[src/include/tgt_pkg.sv]
// constants shared by the trip target logic
package tgt_pkg;
  localparam int NUM_LEDS       = 8;
  localparam int NUM_TGT        = 7;
  localparam int MAG_W          = 16;
  localparam int NUM_DIFF       = 2;
  localparam int NUM_IOC        = 6;
  localparam int NUM_TOC        = 5;
  localparam int NUM_RES        = 2;
  localparam int NUM_POC        = 4;
  localparam int NUM_SEQ        = 4;
  // target bit positions
  localparam int TGT_DIFF       = 0;
  localparam int TGT_IOC        = 1;
  localparam int TGT_TOC        = 2;
  localparam int TGT_PHA        = 3;
  localparam int TGT_PHB        = 4;
  localparam int TGT_PHC        = 5;
  localparam int TGT_RES        = 6;
  // led order: in-service first, then the seven targets
  localparam int LED_EN         = 0;
  localparam logic [6:0] TGT_RESET = 7'h00;
endpackage

[src/rtl/phase_select.sv]
// phase selection for the target logic
`timescale 1ns/1ns
`default_nettype none
module phase_select
  import tgt_pkg::*;
(
  // element status
  input  wire logic [2:0]               diff_phase,
  input  wire logic [NUM_POC-1:0]       poc_trip,
  input  wire logic [NUM_SEQ-1:0]       seq_trip,
  // magnitudes and pickups
  input  wire logic [3*MAG_W-1:0]       phase_mag,
  input  wire logic [NUM_POC*MAG_W-1:0] poc_pickup,
  // result
  output logic [2:0]                    phase_sel
);
  logic [2:0] largest;
  logic [2:0] over;

  // one-hot largest phase, lowest index wins ties
  always_comb begin
    logic [MAG_W-1:0] a;
    logic [MAG_W-1:0] b;
    logic [MAG_W-1:0] c;
    a = phase_mag[0 +: MAG_W];
    b = phase_mag[MAG_W +: MAG_W];
    c = phase_mag[2*MAG_W +: MAG_W];
    if (a >= b && a >= c) begin
      largest = 3'h1;
    end else if (b >= c) begin
      largest = 3'h2;
    end else begin
      largest = 3'h4;
    end
  end

  // phase current above pickup of any tripped phase element
  genvar p;
  generate
    for (p = 0; p < 3; p++) begin : g_ph
      always_comb begin
        over[p] = 1'b0;
        for (int e = 0; e < NUM_POC; e++) begin
          if (poc_trip[e] && phase_mag[p*MAG_W +: MAG_W] > poc_pickup[e*MAG_W +: MAG_W]) begin
            over[p] = 1'b1;
          end
        end
      end
    end
  endgenerate

  // differential involvement, overcurrent, and largest phase
  assign phase_sel = diff_phase
                   | over
                   | ((|seq_trip) ? largest : 3'h0);
endmodule // phase_select
`default_nettype wire

[src/rtl/trip_targets.sv]
// front-panel trip target capture, hold, clear and retention
`timescale 1ns/1ns
`default_nettype none
// Functional notes
// eight leds; in-service lit unless targets reassigned or self-test failed
// sample at trip rising edge and one cycle later, OR both
// differential target when any differential element picked up
// instantaneous target for any instantaneous or definite-time element pickup
// inverse-time target when any inverse-time element timed out
// each phase target lit when phase selection picks it
// residual target when any residual element tripped
// phase selected when differential operation reports that phase
// phase selected when phase element tripped and current exceeds its pickup
// residual or negative-sequence trip selects only the largest phase
// store targets whenever they change; reload after power returns
// button or serial clear empties targets, but not while trip persists
// edge from registered trip; second capture armed for next cycle
module trip_targets
  import tgt_pkg::*;
(
  // clock and reset
  input  wire logic                       MCLK,
  input  wire logic                       NRST,
  // trip and element status
  input  wire logic                       TRIP,
  input  wire logic [NUM_DIFF-1:0]        DIFF_PICKUP,
  input  wire logic [2:0]                 DIFF_PHASE,
  input  wire logic [NUM_IOC-1:0]         IOC_PICKUP,
  input  wire logic [NUM_TOC-1:0]         TOC_TIMEOUT,
  input  wire logic [NUM_RES-1:0]         RES_TRIP,
  input  wire logic [NUM_POC-1:0]         POC_TRIP,
  input  wire logic [NUM_SEQ-1:0]         SEQ_TRIP,
  // magnitudes and pickups
  input  wire logic [3*MAG_W-1:0]         PHASE_MAG,
  input  wire logic [NUM_POC*MAG_W-1:0]   POC_PICKUP,
  // operator controls, from pins
  input  wire logic                       CLEAR_BUTTON,
  input  wire logic                       CLEAR_SERIAL,
  input  wire logic                       TGT_REASSIGNED,
  input  wire logic                       SELFTEST_FAIL,
  // nonvolatile storage
  input  wire logic                       NV_VALID,
  input  wire logic [NUM_TGT-1:0]         NV_RDATA,
  output logic                            NV_WRITE,
  output logic [NUM_TGT-1:0]              NV_WDATA,
  // indicators
  output logic [NUM_LEDS-1:0]             LEDS
);

  //////////////////////////////////////////////////////////////////////////////
  // synchronisers for pin-level controls

  logic [1:0] btn_s_q;
  logic [1:0] ser_s_q;
  logic [1:0] rea_s_q;
  logic [1:0] stf_s_q;
  logic       btn_sync;
  logic       ser_sync;
  logic       rea_sync;
  logic       stf_sync;

  // front-panel clear button, two flops
  always_ff @(posedge MCLK or negedge NRST) begin
    if (!NRST) begin
      btn_s_q <= 2'h0;
    end else begin
      btn_s_q <= {btn_s_q[0], CLEAR_BUTTON};
    end
  end

  // serial clear command, two flops
  always_ff @(posedge MCLK or negedge NRST) begin
    if (!NRST) begin
      ser_s_q <= 2'h0;
    end else begin
      ser_s_q <= {ser_s_q[0], CLEAR_SERIAL};
    end
  end

  // target reassignment level, two flops
  always_ff @(posedge MCLK or negedge NRST) begin
    if (!NRST) begin
      rea_s_q <= 2'h0;
    end else begin
      rea_s_q <= {rea_s_q[0], TGT_REASSIGNED};
    end
  end

  // self-test failure level, two flops
  always_ff @(posedge MCLK or negedge NRST) begin
    if (!NRST) begin
      stf_s_q <= 2'h0;
    end else begin
      stf_s_q <= {stf_s_q[0], SELFTEST_FAIL};
    end
  end

  // only the second flop of each pair feeds logic
  assign btn_sync = btn_s_q[1];
  assign ser_sync = ser_s_q[1];
  assign rea_sync = rea_s_q[1];
  assign stf_sync = stf_s_q[1];

  //////////////////////////////////////////////////////////////////////////////
  // element class summaries

  logic               diff_any;
  logic               inst_any;
  logic               inv_any;
  logic               res_any;
  logic [NUM_SEQ-1:0] unbal_trip;

  // any element of each class
  assign diff_any = |DIFF_PICKUP;
  assign inst_any = |IOC_PICKUP;
  assign inv_any  = |TOC_TIMEOUT;
  assign res_any  = |RES_TRIP;

  // residual trips join the negative-sequence ones, padded to the wider vector
  assign unbal_trip = SEQ_TRIP | {{(NUM_SEQ-NUM_RES){1'b0}}, RES_TRIP};

  //////////////////////////////////////////////////////////////////////////////
  // fault indication vector

  logic [2:0]         phase_sel;
  logic [NUM_TGT-1:0] fault_now;

  // phase choice from differential, overcurrent and largest current
  phase_select u_phase_select (
    .diff_phase (DIFF_PHASE),
    .poc_trip   (POC_TRIP),
    .seq_trip   (unbal_trip),
    .phase_mag  (PHASE_MAG),
    .poc_pickup (POC_PICKUP),
    .phase_sel  (phase_sel)
  );

  // one bit per front-panel target
  always_comb begin
    fault_now           = '0;
    fault_now[TGT_DIFF] = diff_any;
    fault_now[TGT_IOC]  = inst_any;
    fault_now[TGT_TOC]  = inv_any;
    fault_now[TGT_PHA]  = phase_sel[0];
    fault_now[TGT_PHB]  = phase_sel[1];
    fault_now[TGT_PHC]  = phase_sel[2];
    fault_now[TGT_RES]  = res_any;
  end

  //////////////////////////////////////////////////////////////////////////////
  // trip edge and second-sample arming

  // capture states: waiting for an edge, or taking the second sample
  typedef enum logic {
    CAP_IDLE   = 1'b0,
    CAP_SECOND = 1'b1
  } cap_state_e;

  logic       trip_q;
  logic       trip_rise;
  logic       cap_second;
  cap_state_e cap_q;
  cap_state_e cap_d;

  // edge against last cycle's trip level
  assign trip_rise = TRIP & ~trip_q;

  // trip level one cycle back
  always_ff @(posedge MCLK or negedge NRST) begin
    if (!NRST) begin
      trip_q <= 1'b0;
    end else begin
      trip_q <= TRIP;
    end
  end

  // second capture is armed only for the cycle after an edge
  always_comb begin
    cap_d = CAP_IDLE;
    case (cap_q)
      CAP_IDLE: begin
        if (trip_rise) begin
          cap_d = CAP_SECOND;
        end
      end
      CAP_SECOND: begin
        cap_d = CAP_IDLE; // a held trip takes no third sample
      end
      default: begin
        cap_d = CAP_IDLE;
      end
    endcase
  end

  // capture state register
  always_ff @(posedge MCLK or negedge NRST) begin
    if (!NRST) begin
      cap_q <= CAP_IDLE;
    end else begin
      cap_q <= cap_d;
    end
  end

  // second sample strobe
  assign cap_second = (cap_q == CAP_SECOND);

  //////////////////////////////////////////////////////////////////////////////
  // target register with restore and clear

  logic [NUM_TGT-1:0] tgt_q;
  logic [NUM_TGT-1:0] tgt_d;
  logic               restored_q;
  logic               restore;
  logic               clear_req;
  logic               clear_ok;
  logic               capture;

  // reload once per reset; clear only once the trip has gone
  assign restore   = !restored_q && NV_VALID;
  assign clear_req = btn_sync | ser_sync;
  assign clear_ok  = clear_req && !TRIP;
  assign capture   = trip_rise | cap_second;

  // per target: reload or clear, then OR in a capture, so capture beats clear
  genvar t;
  generate
    for (t = 0; t < NUM_TGT; t++) begin : g_tgt
      always_comb begin
        tgt_d[t] = tgt_q[t];
        if (restore) begin
          tgt_d[t] = NV_RDATA[t];
        end else if (clear_ok) begin
          tgt_d[t] = TGT_RESET[t];
        end
        if (capture && fault_now[t]) begin
          tgt_d[t] = 1'b1;
        end
      end
    end
  endgenerate

  // held targets
  always_ff @(posedge MCLK or negedge NRST) begin
    if (!NRST) begin
      tgt_q <= TGT_RESET;
    end else begin
      tgt_q <= tgt_d;
    end
  end

  // restore done; changes before it are not written back
  always_ff @(posedge MCLK or negedge NRST) begin
    if (!NRST) begin
      restored_q <= 1'b0;
    end else if (NV_VALID) begin
      restored_q <= 1'b1;
    end
  end

  //////////////////////////////////////////////////////////////////////////////
  // nonvolatile write on change

  logic tgt_change;

  // any target differs from the held value, once restored
  assign tgt_change = restored_q && (tgt_d != tgt_q);

  // one-cycle write strobe per change
  always_ff @(posedge MCLK or negedge NRST) begin
    if (!NRST) begin
      NV_WRITE <= 1'b0;
    end else begin
      NV_WRITE <= tgt_change;
    end
  end

  // value to store, launched with the strobe
  always_ff @(posedge MCLK or negedge NRST) begin
    if (!NRST) begin
      NV_WDATA <= TGT_RESET;
    end else begin
      NV_WDATA <= tgt_d;
    end
  end

  //////////////////////////////////////////////////////////////////////////////
  // indicator drive

  logic in_service;

  // in-service lamp dark while reassigned or while a self-test failure is flagged
  assign in_service = ~(rea_sync | stf_sync);

  // in-service lamp then the seven targets
  always_ff @(posedge MCLK or negedge NRST) begin
    if (!NRST) begin
      LEDS <= '0;
    end else begin
      LEDS[LED_EN]              <= in_service;
      LEDS[NUM_LEDS-1:LED_EN+1] <= tgt_d;
    end
  end

endmodule // trip_targets
`default_nettype wire

[config.mk]
export PLATFORM = sky130hd
export DESIGN_NAME = trip_targets
export DESIGN_NICKNAME = d
export VERILOG_FILES = /design/src/include/tgt_pkg.sv /design/src/rtl/phase_select.sv /design/src/rtl/trip_targets.sv
export SDC_FILE = /design/constraint.sdc
export NUM_CORES = 1
export LEC_CHECK = 0
export BUFFER_PORTS_ARGS = -buffer_cell sky130_fd_sc_hd__buf_2
export CORE_MARGIN = 2
export CORE_UTILIZATION = 55
export CTS_CLUSTER_SIZE = 12
export DETAILED_ROUTE_END_ITERATION = 10
export PLACE_DENSITY_LB_ADDON = 0.1
export SLEW_MARGIN = 20
export SYNTH_ARGS = -nofsm -noshare
export SYNTH_HDL_FRONTEND = slang
export SYNTH_SLANG_ARGS = --single-unit
[constraint.sdc]
create_clock -name MCLK -period 6.3 [get_ports MCLK]
set_input_delay 1.575 -clock MCLK [delete_from_list [all_inputs] [get_ports MCLK]]
set_output_delay 1.575 -clock MCLK [all_outputs]
set_load 0.03 [all_outputs]
# After elaboration in Yosys (flattened, before gate mapping)
# Cells that the tools add are included.
# word_totals
in_bits,153
register_bits,27
output_inout_bits,16
wordCells,104
# classes
n_eq_ne,1
mux,38
n_reduce_logical,30
magnitude_cmp,15
bitwise_logic,10
# ops
cell,count
$gt A16 B16 Y1,12
$ge A16 B16 Y1,3
$mux W1,34
$logic_and A1 B1 Y1,23
$mux W3,3
$ne A7 B7 Y1,1
$or A3 B3 Y3,2
$reduce_or A6 Y1,1
$reduce_or A5 Y1,1
$or A4 B2 Y4,1
$reduce_or A2 Y1,2
$reduce_or A4 Y1,1
$not A1 Y1,3
$or A1 B1 Y1,3
$logic_not A1 Y1,2
$pmux W1 S2,1
$and A1 B1 Y1,1

# Logic depth before layout (Yosys ltp)
# logic_depth
depth_word,12
mapped_depth,11
mapped_depth_nobuf,11

# By module
# A second synthesis with hierarchy kept.
# hier_totals
hier_cells,789
hier_area_um2,6438.7
# modules_own_cells
mod,seq_area_each_um2,cells_per_inst,n_inst,area_per_inst_um2
phase_select,0.0,701,1,5521.5
trip_targets,500.5,88,1,917.1

# Worst setup path after synthesis
# Ideal clock, no wire load.
# synth_timing
path_type,input port to flip-flop
from,input PHASE_MAG[0]
to,register NV_WRITE
slack_ns,2.533
n_path_buf,0
required_time_ns,6.176
arrival_time_ns,3.643
setup_time_ns,0.124
cell_stages,11
path_cell_list,inv_1 > ha_1 > or3b_1 > o2111ai_1 > a31oi_1 > o21ai_1 > a22oi_1 > a222oi_1 > and3b_1 > o21ai_1 > o31a_1
# synth_between
elab_chain_len,12
elab_cells_between_ends,27
classes_between,6 x order compare; 1 x eq/ne; 9 x mux; 2 x bitwise; 9 x reduce/logical
# synth_lines
item,line_no,text
"start, declared",trip_targets.sv:34,"input wire logic [3*MAG_W-1:0] PHASE_MAG,"
$gt A16 B16 Y1,phase_select.sv:44,if (poc_trip[e] && phase_mag[p*MAG_W +: MAG_W] > poc_pickup[e*MAG_W +: MAG_W]) begin
$logic_and A1 B1 Y1,phase_select.sv:44,
$mux W1 (4 in a row),phase_select.sv:44,
$or A3 B3 Y3,phase_select.sv:54,| over
$or A3 B3 Y3 *,phase_select.sv:55,| ((|seq_trip) ? largest : 3'h0);
$logic_and A1 B1 Y1,trip_targets.sv:235,if (capture && fault_now[t]) begin
$mux W1,trip_targets.sv:235,
$ne A7 B7 Y1 *,trip_targets.sv:266,assign tgt_change = restored_q && (tgt_d != tgt_q);
$logic_and A1 B1 Y1 *,trip_targets.sv:266,
via tgt_change,trip_targets.sv:263,logic tgt_change;
"end signal, assigned",trip_targets.sv:273,NV_WRITE <= tgt_change;
"end, declared",trip_targets.sv:44,"output logic NV_WRITE,"
# Mark *: on every way through the listed nets, which the timed path passes. The rest lies on a longest branch.
# A chain may end at the register's enable or synchronous reset.

# Final worst setup path
# layout_timing
from,input PHASE_MAG[37]
to,register NV_WRITE
# Same word-level chain as after synthesis.

==> impl_metrics.toml <==
[run_status]
status = "completed"

[worst_setup_path]
endpoint = "NV_WRITE"
worstSetupPathType = "input pin to flip-flop"
rrSetupSlack_ns = 3.72
start_kind = "input pin"
crit_slowest_cell = "o41ai_1"
cp_slowest_stage_delay_ns = 0.67
crit_path_end_kind = "flip-flop"
worstPathMaxFanout = 5
r2r_end = "NV_WRITE"
arrival_ns = 4.33
cp_data_required_time_ns = 6.43
r2r_start = "restored_q"
crit_start = "PHASE_MAG[37]"
path_cells = "buf_2 > inv_1 > ha_1 > a21o_1 > a221oi_1 > a21oi_1 > o41ai_1 > nand3_1 > nand4b_1 > mux2i_1 > o31a_1"
r2r_cells = 8

[power]
power.total_mw = 0.807
power_density_nw_per_um2 = 109
cellLeakagePower_nw = 4.12
ir_drop_v = 0.000187

[clocking]
cts_tree = "done"
cts-root-buf = "clkbuf_16"
cts.htree.levels = 1
cts_setup_buffers = 0
ctsHoldBuffers = 0
cts_resized = 0
clk_path_buf_depth = 2
numCtsBuffers = 3
clk_latency_ns = 0.25
clk_pin_slew_ns = 0.05
clock_sinks = 20

[min_path]
hold_path.class = "flip-flop to flip-flop"

[floorplanning]
core_sq_um = 11400
ios = 169
start_util_pct = 56.0
die_y_um = 112
fp.dieArea_sq_um = 12500
rows = 39
dieWidth_um = 112

[sta]
rsz0062_at_grt = "no"
setup_viol = 0
setup_tns_ns = 0
hold_viol = 0
tightest_slew_ns = 0.762
clock.fmax_mhz = 238
slew_violations = 0
period_share_pct = 66.7
period_needed_ns = 4.20
timing.final.ws_setup_ns = 2.10
skew_ns = 0.00135
maxSlewHeadroom_pct = 49.2

[placed_design]
pre_cts_ws_ns = 1.99
place_area_sq_um = 7330
dp.final_hpwl_um = 16900
gp_congestion = 0.971
numPortBuffers = 168

[finish]
n_antenna_cell = 0
fin_area_sq_um = 7420
nets = 1351
synthToLayoutAreaGrowth_pct = 16.5
postLayoutCoreUtil_pct = 65.3
layout-drive-gt1-share_pct = 18.5
fillers = 1046

[yosys]
yosys.area_share.adder_pct = 47.1
ys_seq_area_share_pct = 7.85
syn-cell-area_sq_um = 6370
synth_seq_cells = 20
synthesis.nets = 1186
yosys-top-cells-area = "ha_1 47%, a21oi_1 8.7%, dfrtp_1 7.9%"
synth_compound_area_share_pct = 22.2
yosysMostFrequentCell = "ha_1"
synth_top_family_by_area = "adder cells"
yosys_warnings = 0
synth_area_leader_cell = "ha_1"
synth_mux_area_share_pct = 0.314
netlist_top_cells_count = "240 x ha_1, 111 x a21oi_1, 99 x inv_1"
synth_edf_count = 0
ys.flop_type = "dfrtp_1"
synth-xor-area-share_pct = 0
synth_top_cell_area_share_pct = 47.1
yosys.area_share.simple_pct = 15.7
async_flop_share_pct = 100
synth_cells = 793
avgSynthCellArea_sq_um = 8.04
yosysUniqueCellTypes = 57

[grt]
grt_pass1_wl_um = 32000
antenna_found_initial = 0
grt.total_usage_pct = 31.7
grt_pass1_vias = 6339
grt_max_degree = 21
grt-ovfl-total = 0

[job]
drv_cap = 0

[detailed_routing]
vias_per_cell = 5.92
ant_nets = 0
routed_wl_um = 19600
drcViolationCount = 0
routedWlPerCell_um = 17.9
dr.pass1.iters = 5
vias = 6513
initialDrtViolationCount = 484
[state kept, by name (all words and copies together) (netlist names)]
signal,flops
LEDS,8
cap_q,1
restored_q,1
btn_s_q,2
NV_WRITE,1
trip_q,1
rea_s_q,2
ser_s_q,2
stf_s_q,2
[cells by family after synthesis]
group	after synthesis
AOI/OAI and AO/OA	229
and+or+nand+nor	194
buffers and inverters	108
muxes	2
adders and majority gates	240
DFF	20
[where the power goes]
part	internal (mW)	leakage (nW)	total (mW)	switching, mW
Combinational	0.207	3.84	0.516	0.309
Sequential	0.140	0.227	0.152	0.0121
Clock	0.0965	0.0442	0.139	0.0422
Total	0.444	4.12	0.807	0.363
[worst min path at each step]
stage                     cells past startpoint  slack, ns        from         end
final                                         0       0.35  btn_s_q[0]  btn_s_q[1]
after global routing                          0       0.36  stf_s_q[0]  stf_s_q[1]
after CTS                                     0       0.35  btn_s_q[0]  btn_s_q[1]
after detailed placement                      0       0.34  btn_s_q[0]  btn_s_q[1]
after global placement                        0       0.33  rea_s_q[0]  rea_s_q[1]
after floorplan                               0       0.33  btn_s_q[0]  btn_s_q[1]
[final cells by class]
class                           count  area [sq um]  area share [%]
Inverter                          100           375            5.06
Multi-Input combinational cell    665          5440            73.3
Clock buffer                        4          88.8            1.20
Sequential cell                    20           500            6.74
Timing Repair Buffer              168           841            11.3
Tap cell                          143           179            2.41
[critical path: cells and delay by family]
kind                       cells  cell delay (ns)
AOI/OAI and AO/OA              5             1.70
adders and majority gates      1             0.29
buffers and inverters          2             0.26
muxes                          1             0.08
and+or+nand+nor                2             0.43
[cells in the final DEF, fill, tap and decap left out, drive strengths merged, types with 15 or more instances in the layout]
master  instances
a21o           15
o21ai          33
dfrtp          20
a21oi         111
inv           100
buf           168
nand3          22
nor2           22
nand4          39
nand2          67
ha            240
[per-layer routing]
| layer | GRT usage, % | vias up | wire length, um |
|---|---|---|---|
| li1 | - | 3329 | - |
| met1 | 44.9 | 2889 | 9060 |
| met3 | 2.50 | 32 | 1420 |
| met4 | 8.89 | 0 | 580 |
| met5 | 0 | - | 0 |
| met2 | 51.9 | 263 | 8590 |
[per-stage QoR]
step	std cells	hold slack [ns]
final	1100	0.347
after global routing	1100	0.360
after CTS	1100	0.349
after detailed placement	1096	0.337
after global placement	1096	0.333
after floorplan	793	0.331
Power figures use the tool's default switching activity.
